--- src/lcdc_pkg.sv ---
//******************************************************************************
// Purpose: Shared constants, types and command table of the character display controller
// Assumes: 250 MHz system clock; display module with an on-board controller
// Notes:   Oscillator and divided clock are cycle enables, never real clocks
//******************************************************************************
package lcdc_pkg;

  //****************************************************************************
  // Timing
  //****************************************************************************
  localparam int unsigned CLK_HZ       = 250_000_000; // System clock rate
  localparam int unsigned OSC_HZ       = 5_500_000;   // Internal oscillator rate
  localparam int unsigned STEP_HZ      = 43_000;      // Divided sequencer rate
  localparam int unsigned INIT_WAIT_MS = 15;          // Wait after each init command
  // Oscillator enable period, rounded down (45 clocks)
  localparam logic [5:0]  OSC_DIV      = 6'(CLK_HZ / OSC_HZ);
  // Oscillator ticks per sequencer step (127)
  localparam logic [7:0]  STEP_DIV     = 8'(OSC_HZ / STEP_HZ);
  // Least wait in sequencer steps, rounded up (645)
  localparam logic [9:0]  WAIT_STEPS   = 10'((INIT_WAIT_MS * STEP_HZ + 999) / 1000);

  //****************************************************************************
  // Widths and sizes
  //****************************************************************************
  localparam int unsigned BUS_W    = 8;       // Display bus width
  localparam int unsigned ADDR_W   = 9;       // Message flash address width
  localparam logic [4:0]  MSG_LAST = 5'h1F;   // Last message character index
  localparam logic [4:0]  ROW1_POS = 5'h10;   // First position of second row
  localparam logic [2:0]  INIT_LAST = 3'h5;   // Last init command index
  localparam int unsigned BUSY_BIT = 7;       // Busy flag position on the bus
  localparam int unsigned IN_W     = 17;      // Synchronised input vector width
  localparam logic [16:0] IN_RST   = 17'h10000; // Write request idles high

  //****************************************************************************
  // Display commands
  //****************************************************************************
  localparam logic [7:0] CMD_FUNC  = 8'h38; // 8-bit bus, two lines
  localparam logic [7:0] CMD_ON    = 8'h0F; // Display on, blinking cursor
  localparam logic [7:0] CMD_CLEAR = 8'h01; // Clear and home
  localparam logic [7:0] CMD_ENTRY = 8'h06; // Increment cursor
  localparam logic [7:0] CMD_ROW0  = 8'h80; // Cursor to first row
  localparam logic [7:0] CMD_ROW1  = 8'hC0; // Cursor to second row

  // Bus cycle phases, one per sequencer step
  localparam logic [1:0] PH_SETUP = 2'h0;
  localparam logic [1:0] PH_HIGH  = 2'h1;
  localparam logic [1:0] PH_LOW   = 2'h2;
  localparam logic [1:0] PH_HOLD  = 2'h3;

  //****************************************************************************
  // Types
  //****************************************************************************
  typedef enum logic [2:0] {
    ST_POWER, ST_INIT_CMD, ST_INIT_WAIT, ST_MSG_READ,
    ST_WRITE, ST_BUSY_RD, ST_IDLE, ST_ACK
  } lcdc_state_type;

  // Display pin group, all driven from flip-flops
  typedef struct packed {
    logic             reg_select; // Low command, high data
    logic             read_sel;   // Low write, high read
    logic             strobe;     // Falling edge latches
    logic             bus_oe;     // High while driving the bus
    logic [BUS_W-1:0] bus_out;    // Value driven on the bus
  } lcdc_disp_type;

  // Init command table
  function automatic logic [7:0] init_cmd(input logic [2:0] idx);
    case (idx)
      3'h0:    init_cmd = CMD_FUNC;
      3'h1:    init_cmd = CMD_FUNC;
      3'h2:    init_cmd = CMD_ON;
      3'h3:    init_cmd = CMD_CLEAR;
      3'h4:    init_cmd = CMD_ENTRY;
      default: init_cmd = CMD_ROW0;
    endcase
  endfunction : init_cmd

endpackage : lcdc_pkg

--- src/lcdc_top.sv ---
//******************************************************************************
// Purpose: Character display controller: init, power-on message, host writes
// Assumes: Flash port runs on clk; display and host pins are asynchronous
// Notes:   All display timing is paced by a ~43 kHz step enable
//******************************************************************************
`timescale 1ns/100ps
// How it works
// - Wait fixed 15 ms after each init command
// - Poll busy flag after every data write
// - Read select low writes, high reads
// - Register select low command, high data
// - Strobe falling edge latches writes; read data is sampled while strobe is high
// - Bidirectional 8-bit bus, released during reads
// - Reset reruns the whole init sequence
// - Acknowledge high once character is delivered
// - Data ignored until acknowledge goes low
// - Nine-bit flash address output
// - Active-low read strobe with address held
// - Flash message shown right after startup
// - Sequencer has exactly eight states
// - Init, then message, then host writes
// - Divider slows timing to suit display
// - Oscillator enable at about 5.5 MHz
// - Sequencer step at about 43 kHz
// - Flash data is upper byte of word
// - Sample flash data only while valid
module lcdc_top #(
  parameter logic [5:0] OSC_DIV_P    = lcdc_pkg::OSC_DIV,   // Clocks per oscillator tick
  parameter logic [7:0] STEP_DIV_P   = lcdc_pkg::STEP_DIV,  // Oscillator ticks per step
  parameter logic [9:0] WAIT_STEPS_P = lcdc_pkg::WAIT_STEPS // Steps of init wait
) (
  input  wire logic                        clk,                // 250 MHz clock
  input  wire logic                        rst,                // Sync reset, high
  input  wire logic [lcdc_pkg::BUS_W-1:0]  display_bus_in,     // Bus level seen at pins
  output logic      [lcdc_pkg::BUS_W-1:0]  display_bus_out,    // Bus value driven
  output logic                             display_bus_oe,     // High while driving bus
  output logic                             display_reg_select, // Register select
  output logic                             display_rw,         // Read/write select
  output logic                             display_strobe,     // Enable strobe
  input  wire logic [lcdc_pkg::BUS_W-1:0]  host_char_in,       // Host ASCII code
  input  wire logic                        host_we_n,          // Write request, low
  output logic                             host_ack,           // Character delivered
  output logic      [lcdc_pkg::ADDR_W-1:0] flash_addr,         // Message flash address
  output logic                             flash_read_n,       // Flash read, low
  input  wire logic [lcdc_pkg::BUS_W-1:0]  flash_data,         // Upper byte of word
  input  wire logic                        flash_valid         // Flash data valid
);
  //****************************************************************************
  // Input synchronisers
  //****************************************************************************
  logic [lcdc_pkg::IN_W-1:0] sync1_r, sync2_r, sync3_r, filt_r; // Three stages and filtered
  logic [lcdc_pkg::IN_W-1:0] sync1_nxt, sync2_nxt, sync3_nxt, filt_nxt;
  // Each bit moves only when its own stages two and three agree,
  // so a bus that keeps changing cannot stall the write request
  always_comb begin
    sync1_nxt = {host_we_n, host_char_in, display_bus_in};
    sync2_nxt = sync1_r;
    sync3_nxt = sync2_r;
    filt_nxt  = ((sync2_r ~^ sync3_r) & sync3_r) | ((sync2_r ^ sync3_r) & filt_r);
  end
  always_ff @(posedge clk) begin
    if (rst) begin
      sync1_r <= lcdc_pkg::IN_RST;
      sync2_r <= lcdc_pkg::IN_RST;
      sync3_r <= lcdc_pkg::IN_RST;
      filt_r  <= lcdc_pkg::IN_RST;
    end else begin
      sync1_r <= sync1_nxt;
      sync2_r <= sync2_nxt;
      sync3_r <= sync3_nxt;
      filt_r  <= filt_nxt;
    end
  end
  logic                       we_n_f;  // Filtered write request
  logic [lcdc_pkg::BUS_W-1:0] char_f;  // Filtered host character
  logic [lcdc_pkg::BUS_W-1:0] bus_f;   // Filtered display bus
  assign {we_n_f, char_f, bus_f} = filt_r;
  //****************************************************************************
  // Clock divider
  //****************************************************************************
  logic [5:0] osc_cnt_r, osc_cnt_nxt;     // Oscillator divider
  logic [7:0] step_cnt_r, step_cnt_nxt;   // Step divider
  logic       step_tick_r, step_tick_nxt; // One-cycle step enable
  logic       osc_tick;                   // Oscillator enable
  // Enables instead of derived clocks keep everything in one domain
  always_comb begin
    osc_tick      = (osc_cnt_r == OSC_DIV_P - 6'h01);
    osc_cnt_nxt   = osc_tick ? 6'h00 : osc_cnt_r + 6'h01;
    step_cnt_nxt  = step_cnt_r;
    step_tick_nxt = 1'b0;
    if (osc_tick) begin
      if (step_cnt_r == STEP_DIV_P - 8'h01) begin
        step_cnt_nxt  = 8'h00;
        step_tick_nxt = 1'b1;
      end else begin
        step_cnt_nxt = step_cnt_r + 8'h01;
      end
    end
  end
  always_ff @(posedge clk) begin
    if (rst) begin
      osc_cnt_r   <= 6'h00;
      step_cnt_r  <= 8'h00;
      step_tick_r <= 1'b0;
    end else begin
      osc_cnt_r   <= osc_cnt_nxt;
      step_cnt_r  <= step_cnt_nxt;
      step_tick_r <= step_tick_nxt;
    end
  end
  //****************************************************************************
  // Sequencer
  //****************************************************************************
  lcdc_pkg::lcdc_state_type state_r, state_nxt;
  logic [1:0]                 phase_r, phase_nxt;     // Bus cycle phase
  logic [9:0]                 wait_r, wait_nxt;       // Init wait counter
  logic [2:0]                 init_idx_r, init_idx_nxt; // Init command index
  logic [4:0]                 msg_idx_r, msg_idx_nxt; // Message character index
  logic [4:0]                 pos_r, pos_nxt;         // Cursor position
  logic                       msg_mode_r, msg_mode_nxt; // Showing power-on message
  logic [7:0]                 wr_byte_r, wr_byte_nxt; // Byte to write
  logic                       wr_rs_r, wr_rs_nxt;     // Byte is data
  logic                       busy_r, busy_nxt;       // Sampled busy flag
  logic                       ack_r, ack_nxt;         // Acknowledge
  logic                       rd_n_r, rd_n_nxt;       // Flash read strobe
  logic [lcdc_pkg::ADDR_W-1:0] addr_r, addr_nxt;      // Flash address
  lcdc_pkg::lcdc_disp_type    disp_r, disp_nxt;       // Display pins
  logic                       cyc_end;                // Last phase of a bus cycle
  always_comb begin
    state_nxt    = state_r;
    phase_nxt    = phase_r;
    wait_nxt     = wait_r;
    init_idx_nxt = init_idx_r;
    msg_idx_nxt  = msg_idx_r;
    pos_nxt      = pos_r;
    msg_mode_nxt = msg_mode_r;
    wr_byte_nxt  = wr_byte_r;
    wr_rs_nxt    = wr_rs_r;
    busy_nxt     = busy_r;
    cyc_end      = step_tick_r && (phase_r == lcdc_pkg::PH_HOLD);
    // Phase walks one step per tick inside bus cycles
    if (step_tick_r && (state_r inside {lcdc_pkg::ST_INIT_CMD, lcdc_pkg::ST_WRITE, lcdc_pkg::ST_BUSY_RD})) begin
      phase_nxt = phase_r + 2'h1;
    end
    case (state_r)
      lcdc_pkg::ST_POWER: begin
        // Power-up settle before the first command
        if (step_tick_r) wait_nxt = wait_r + 10'h001;
        if (wait_r == WAIT_STEPS_P) begin
          wait_nxt    = 10'h000;
          wr_byte_nxt = lcdc_pkg::init_cmd(3'h0);
          wr_rs_nxt   = 1'b0;
          state_nxt   = lcdc_pkg::ST_INIT_CMD;
        end
      end
      lcdc_pkg::ST_INIT_CMD: if (cyc_end) state_nxt = lcdc_pkg::ST_INIT_WAIT;
      lcdc_pkg::ST_INIT_WAIT: begin
        // Fixed wait instead of busy polling keeps init simple
        if (step_tick_r) wait_nxt = wait_r + 10'h001;
        if (wait_r == WAIT_STEPS_P) begin
          wait_nxt = 10'h000;
          if (init_idx_r == lcdc_pkg::INIT_LAST) begin
            state_nxt = lcdc_pkg::ST_MSG_READ;
          end else begin
            init_idx_nxt = init_idx_r + 3'h1;
            wr_byte_nxt  = lcdc_pkg::init_cmd(init_idx_r + 3'h1);
            state_nxt    = lcdc_pkg::ST_INIT_CMD;
          end
        end
      end
      lcdc_pkg::ST_MSG_READ: begin
        // Byte taken only with valid high and the read strobe low
        if (!rd_n_r && flash_valid) begin
          wr_byte_nxt = flash_data;
          wr_rs_nxt   = 1'b1;
          state_nxt   = lcdc_pkg::ST_WRITE;
        end
      end
      lcdc_pkg::ST_WRITE: if (cyc_end) state_nxt = lcdc_pkg::ST_BUSY_RD;
      lcdc_pkg::ST_BUSY_RD: begin
        // Sample while the strobe is still high, just before it falls
        if (step_tick_r && (phase_r == lcdc_pkg::PH_HIGH)) busy_nxt = bus_f[lcdc_pkg::BUSY_BIT];
        if (cyc_end) begin
          if (busy_r) begin
            state_nxt = lcdc_pkg::ST_BUSY_RD;
          end else if (wr_rs_r && ((pos_r + 5'h01) == lcdc_pkg::ROW1_POS)) begin
            // Rows are not contiguous, so jump the cursor explicitly
            pos_nxt     = pos_r + 5'h01;
            wr_byte_nxt = lcdc_pkg::CMD_ROW1;
            wr_rs_nxt   = 1'b0;
            state_nxt   = lcdc_pkg::ST_WRITE;
          end else if (wr_rs_r && ((pos_r + 5'h01) == 5'h00)) begin
            pos_nxt     = 5'h00;
            wr_byte_nxt = lcdc_pkg::CMD_ROW0;
            wr_rs_nxt   = 1'b0;
            state_nxt   = lcdc_pkg::ST_WRITE;
          end else begin
            if (wr_rs_r) pos_nxt = pos_r + 5'h01;
            if (msg_mode_r && (msg_idx_r != lcdc_pkg::MSG_LAST)) begin
              msg_idx_nxt = msg_idx_r + 5'h01;
              state_nxt   = lcdc_pkg::ST_MSG_READ;
            end else if (msg_mode_r) begin
              msg_mode_nxt = 1'b0;
              state_nxt    = lcdc_pkg::ST_IDLE;
            end else begin
              state_nxt = lcdc_pkg::ST_ACK;
            end
          end
        end
      end
      lcdc_pkg::ST_IDLE: begin
        if (!we_n_f) begin
          wr_byte_nxt = char_f;
          wr_rs_nxt   = 1'b1;
          state_nxt   = lcdc_pkg::ST_WRITE;
        end
      end
      // Host data is ignored until the request is released
      lcdc_pkg::ST_ACK: if (we_n_f) state_nxt = lcdc_pkg::ST_IDLE;
      default: state_nxt = lcdc_pkg::ST_POWER;
    endcase
    if (state_nxt != state_r) phase_nxt = lcdc_pkg::PH_SETUP;
    // Registered outputs follow the next state
    ack_nxt  = (state_nxt == lcdc_pkg::ST_ACK);
    rd_n_nxt = (state_nxt != lcdc_pkg::ST_MSG_READ);
    addr_nxt = lcdc_pkg::ADDR_W'(msg_idx_nxt);
    disp_nxt = '0;
    if (state_nxt inside {lcdc_pkg::ST_INIT_CMD, lcdc_pkg::ST_WRITE}) begin
      // Controls set in setup phase and held through hold phase
      disp_nxt.reg_select = wr_rs_nxt;
      disp_nxt.read_sel   = 1'b0;
      disp_nxt.bus_oe     = 1'b1;
      disp_nxt.bus_out    = wr_byte_nxt;
      disp_nxt.strobe     = (phase_nxt == lcdc_pkg::PH_HIGH);
    end else if (state_nxt == lcdc_pkg::ST_BUSY_RD) begin
      disp_nxt.read_sel = 1'b1;
      disp_nxt.strobe   = (phase_nxt == lcdc_pkg::PH_HIGH);
    end
  end
  // Reset returns to power-up and reruns the init sequence
  always_ff @(posedge clk) begin
    if (rst) begin
      state_r    <= lcdc_pkg::ST_POWER;
      phase_r    <= lcdc_pkg::PH_SETUP;
      wait_r     <= 10'h000;
      init_idx_r <= 3'h0;
      msg_idx_r  <= 5'h00;
      pos_r      <= 5'h00;
      msg_mode_r <= 1'b1;
      wr_byte_r  <= 8'h00;
      wr_rs_r    <= 1'b0;
      busy_r     <= 1'b0;
      ack_r      <= 1'b0;
      rd_n_r     <= 1'b1;
      addr_r     <= 9'h000;
      disp_r     <= '0;
    end else begin
      state_r    <= state_nxt;
      phase_r    <= phase_nxt;
      wait_r     <= wait_nxt;
      init_idx_r <= init_idx_nxt;
      msg_idx_r  <= msg_idx_nxt;
      pos_r      <= pos_nxt;
      msg_mode_r <= msg_mode_nxt;
      wr_byte_r  <= wr_byte_nxt;
      wr_rs_r    <= wr_rs_nxt;
      busy_r     <= busy_nxt;
      ack_r      <= ack_nxt;
      rd_n_r     <= rd_n_nxt;
      addr_r     <= addr_nxt;
      disp_r     <= disp_nxt;
    end
  end
  assign {display_reg_select, display_rw, display_strobe, display_bus_oe, display_bus_out} = disp_r;
  assign host_ack           = ack_r;
  assign flash_addr         = addr_r;
  assign flash_read_n       = rd_n_r;
endmodule : lcdc_top
--- config.mk ---
export PLATFORM = sky130hd
export DESIGN_NAME = lcdc_top
export DESIGN_NICKNAME = d
export VERILOG_FILES = /design/src/lcdc_pkg.sv /design/src/lcdc_top.sv
export SDC_FILE = /design/constraint.sdc
export NUM_CORES = 1
export LEC_CHECK = 0
export ABC_AREA = 1
export BUFFER_PORTS_ARGS = -buffer_cell sky130_fd_sc_hd__buf_2
export CELL_PAD_IN_SITES_DETAIL_PLACEMENT = 0
export CELL_PAD_IN_SITES_GLOBAL_PLACEMENT = 2
export CORE_UTILIZATION = 34
export CTS_CLUSTER_SIZE = 25
export DETAILED_ROUTE_END_ITERATION = 10
export PLACE_DENSITY_LB_ADDON = 0.15
export SLEW_MARGIN = 20
export SYNTH_ARGS = -nofsm -noshare
export SYNTH_HDL_FRONTEND = slang
export SYNTH_SLANG_ARGS = --single-unit
--- constraint.sdc ---
create_clock -name clk -period 2.7 [get_ports clk]
set_clock_uncertainty 0.15 [all_clocks]
set_input_delay 0.135 -clock clk [delete_from_list [all_inputs] [get_ports clk]]
set_output_delay 0.135 -clock clk [all_outputs]
set_load 0.02 [all_outputs]
# Word level (Yosys, flattened, before mapping)
# Cells that the tools add are included.
# Widths: inputs -> output; s select.
[word_totals] register_bits=140 input_bits=28 output_inout_bits=23 word_cells=148
[op_classes] add_sub_neg=7 n_eq_ne=26 muxes=52 n_bitwise=12 reduce_logical=26
[ops] operator="$mux 8" count=10
[ops] operator="$mux 5" count=9
[ops] operator="$pmux 8 s5" count=1
[ops] operator="$mux 3" count=12
[ops] operator="$and 17x17->17" count=2
[ops] operator="$pmux 8 s4" count=1
[ops] operator="$eq 3x3->1 const B" count=9
[ops] operator="$pmux 3 s8" count=1
[ops] operator="$mux 10" count=2
[ops] operator="$or 17x17->17" count=1
[ops] operator="$xnor 17x17->17" count=1
[ops] operator="$xor 17x17->17" count=1
[ops] operator="$eq 3x2->1 const B" count=4
[ops] operator="$reduce_or 2->1" count=6
[ops] operator="$add 10x1->10 const B" count=1
[ops] operator="$add 5x1->5 const B" count=2
[ops] operator="$eq 10x10->1 const B" count=1
[ops] operator="$mux 1" count=10
[ops] operator="$eq 3x1->1 const B" count=3
[ops] operator="$mux 9" count=1
[ops] operator="$add 8x1->8 const B" count=1
[ops] operator="$eq 8x7->1 const B" count=1
[ops] operator="$mux 2" count=4
[ops] operator="$logic_and 1x1->1" count=7
[ops] operator="other kinds (21)" count=32

# Logic depth before layout (Yosys ltp)
[logic_depth] ltp_word=13 ltp_mapped=15

# Worst setup path before layout
# No wires, ideal clock.
[synth_path] kind="reg-to-reg" start="register, netlist name flash_addr[0]" end="register disp_r, in the netlist display_bus_out[0]" arrival_ps=1777 path_slack_ps=708 path_stages_with_launch=13 path_buffers=0 period_less_slack_ps=1992 path_cell_list="dfxtp_1 > ha_1 > inv_1 > nor3_1 > ha_1 > nand3_1 > nand3_4 > nand3_4 > nand2_4 > inv_2 > o21ai_4 > nand2_4 > nor2_1"
[synth_rtl] element="end signal: assignment" line="lcdc_top.sv:271" rtl="disp_r <= disp_nxt;"
[synth_rtl] element="end: declaration" line="lcdc_top.sv:127" rtl="lcdc_pkg::lcdc_disp_type disp_r, disp_nxt;"

# Final worst setup path
[layout_path] start="register phase_r[0]" end="register disp_r, in the netlist display_bus_out[0]"
[layout_via] elab_chain_len=8 elab_cells_between_ends=13
[layout_lines] element="start: declaration" line="lcdc_top.sv:115" rtl="logic [1:0] phase_r, phase_nxt;"
[layout_lines] element="start signal: assignment" line="lcdc_top.sv:244" rtl="phase_r <= lcdc_pkg::PH_SETUP;"
[layout_lines] element="start signal: assignment" line="lcdc_top.sv:259" rtl="phase_r <= phase_nxt;"
[layout_lines] element="$eq 2x2->1 *" line="lcdc_top.sv:140" rtl="cyc_end = step_tick_r && (phase_r == lcdc_pkg::PH_HOLD);"
[layout_lines] element="$logic_and 1x1->1 *" line="lcdc_top.sv:140"
[layout_lines] element="$mux 3, on equally long branches" line="lcdc_top.sv:183, lcdc_top.sv:156, lcdc_top.sv:179"
[layout_lines] element="$pmux 3 s8" line="lcdc_top.sv:145" rtl="case (state_r)"
[layout_lines] element="$eq 3x1->1 or $eq 3x3->1 (tied branches)" line="lcdc_top.sv:228" rtl="if (state_nxt inside {lcdc_pkg::ST_INIT_CMD, lcdc_pkg::ST_WRITE}) begin"
[layout_lines] element="$reduce_bool 2->1" line="lcdc_top.sv:228"
[layout_lines] element="$not 1->1 (no line)"
[layout_lines] element="$reduce_or 2->1 (no line)"
# Every way passes the cells marked *; elsewhere a longest branch is shown, timed or not.
# A chain may end at the register's enable or synchronous reset.

==> reports/metrics.yaml <==
status: "completed"
hold_path_depth: 5
cp_data_arrival_time_ns: 2.30
grt_pass1_wl_um: 17900
seqCellArea_um2: 2160
ys_ff_latch: 108
cts-root-buf: "clkbuf_16"
synth_top_family_by_area: "simple AND/OR/NAND/NOR gates"
h-tree-depth: 3
rrSetupSlack_ns: 0.49
path_depth: 13
multi_input_area_um2: 2310
critical_path.top_delay_family: "simple AND/OR/NAND/NOR gates"
cts_resized: 0
cts_tree: "done"
wl_per_cell_um: 11.9
pwr_density_cell_nw_per_um2: 518
hpwl_um: 7760
synth_mux_area_share_pct: 0
antenna_found_initial: 0
finalCriticalPeriod_ns: 2.21
tns_ns: 0
vias_per_cell: 4.50
cp-end-kind: "register"
top_layer_used: "met4"
drive_above_1_share_pct: 15.5
grt_pass1_vias: 3712
finalPower_mw: 2.97
maxSlewViolCount: 0
grt_use_total_pct: 15.5
core_um2: 14100
ys_types: 46
fmax_mhz: 452
grt.overflow.total: 0
clk_pin_slew_ns: 0.07
wl_met2_um: 4860
critPathBufInv: 0
dr_total_vias: 3985
clock_latency_ns: 0.36
synthSimpleGateAreaFrac_pct: 28.6
p_leak_nw: 2.64
rsz0062_at_grt: "no"
vdd_drop_max_uv: 414
floorplan.initialDensity_pct: 35.3
mostFrequentLayoutCells: "nand2_1 (115), dfxtp_1 (108), inv_1 (100)"
ios: 51
hold_path.class: "in -> reg"
routed_wl_um: 10600
crit_fanout: 4
yosysSeqAreaShare_pct: 43.4
pre_cts_ws_ns: 0.468
crit_slowest_cell: "dfxtp_1"
row_count: 43
synth-compound-area-share_pct: 9.73
netlist_area_um2: 4980
synth_cells: 647
tightest_slew_ns: 0.582
final_area_um2: 5730
r2r_cells: 13
num-fill-cells: 1502
setup_ws_ns: 0.487
hold_slack_ns: 0.0193
place.gp.congestion: 0.764
dpl_cell_area_um2: 5350
postCtsSetupBuffers: 0
cts.sinks: 108
grt_max_degree: 54
yosys.area_share.adder_pct: 6.79
postCtsHoldBufs: 10
m1WireLength_um: 5290
syn_to_final_growth_pct: 15.2
portBuffers: 39
finalCritPeriodShare_pct: 81.9
cts_buffers: 9
clockBufferDepth: 2
layout_commonest_cell: "nand2_1"
crit_type: "reg -> reg"
slowest_delay_ns: 0.38
syn_area_per_cell_um2: 7.69
wl_met3_um: 281
drc: 0
crit_top_cell: "nand2_1"
die-area_um2: 15100
yosys_warnings: 0
die_h_um: 123
drt_pass1_iterations: 4
antennaDiodeCount: 0
max_cap_violations: 0
required_ns: 2.79
ant_nets: 0
drt_iter0_drc: 158
setup_viol: 0
nets: 755
slew_headroom_pct: 61.2
path_cells: "ha_1, nand2_1, nor2_2, nand2_1, nand3b_4, nand2_1, nand2_1, nor2_1, nand3_1, nand2_1, nand2_1, nand2_1, nor2_1"
die_w_um: 123
crit_path_start_kind: "register"
synth-xor-area-share_pct: 1.06
hold_viol: 0
==> kinds of logic after synthesis <==
logic type / Yosys count
DFF: 108
AOI/OAI and AO/OA: 87
buffers and inverters: 125
other: 1
and+or+nand+nor: 293
xor gates and xnor gates: 6
adders and majority gates: 27
==> worst register-to-register path, cell delays in order (launching register included) <==
cell      delay, ns
dfxtp_1        0.38
ha_1           0.16
nand2_1        0.11
nor2_2         0.19
nand2_1        0.12
nand3b_4       0.20
nand2_1        0.10
nand2_1        0.07
nor2_1         0.16
nand3_1        0.17
nand2_1        0.10
nand2_1        0.05
nand2_1        0.08
nor2_1         0.06
==> layer usage <==
metal / vias to the layer above / GRT usage [%]
met1: 1796 / 20.2
met2: 44 / 24.9
met4: 0 / 5.87
met5: - / 0
li1: 2137 / -
met3: 8 / 3.64
==> path summary, 6_finish.rpt <==
kind	startpoint	endpoint
worst max register to register	phase_r[0]	display_bus_out[0]
worst min register to register	sync1_r[12]	sync2_r[12]
worst min-delay path	flash_data[4]	wr_byte_r[4]
worst max-delay path	phase_r[0]	display_bus_out[0]
==> flip-flops by register name (all words and copies together), names as in the netlist, 6 cells and up <==
name and count:
display_bus_out 8, filt_r 10, osc_cnt_r 6, step_cnt_r 8
sync1_r 10, sync2_r 10, sync3_r 10, wait_r 10
wr_byte_r 8
==> report_power, final <==
group          switching [mW]  internal (mW)  total, mW
sequential             0.0110           1.61       1.63
combinational          0.0542         0.0390     0.0933
clock                   0.613          0.640       1.25
==> stage by stage <==
stage	util, %	cells
after detailed placement	38.0	859
after global routing	40.7	885
after CTS	40.7	885
after global placement	38.0	859
after floorplan	-	650
final	40.7	885
==> cell usage after synthesis, drive strengths merged <==
| library cell | count | area, um2 |
|---|---|---|
| a21oi | 40 | 208 |
| o211ai | 1 | 7.51 |
| xor2 | 3 | 26.3 |
| nand4 | 11 | 75.1 |
| and3 | 4 | 25.0 |
| nor2 | 101 | 478 |
| o22ai | 1 | 6.26 |
| a22oi | 1 | 7.51 |
| nor3 | 13 | 65.1 |
| xnor2 | 3 | 26.3 |
| a211oi | 3 | 22.5 |
| inv | 107 | 402 |
| nand2 | 121 | 489 |
| nor3b | 5 | 37.5 |
| nor4 | 1 | 6.26 |
| a221oi | 1 | 8.76 |
| nand3b | 1 | 20.0 |
| dfxtp | 108 | 2160 |
| clkinv | 4 | 26.3 |
| or2 | 5 | 31.3 |
| conb | 1 | 3.75 |
| o21ai | 35 | 190 |
| ha | 27 | 338 |
| a31oi | 3 | 18.8 |
| nand3 | 30 | 190 |
| and2 | 1 | 6.26 |
| clkbuf | 7 | 26.3 |
| o31ai | 2 | 15.0 |
| buf | 7 | 57.6 |
==> cell type report <==
cell class | instances | area share (%)
Sequential cell | 108 | 37.7
Clock buffer | 11 | 4.06
Clock inverter | 5 | 0.808
Multi-Input combinational cell | 417 | 40.4
Inverter | 111 | 7.46
Tap cell | 180 | 3.93
Timing Repair Buffer | 53 | 5.67
Power figures use the tool's default switching activity.
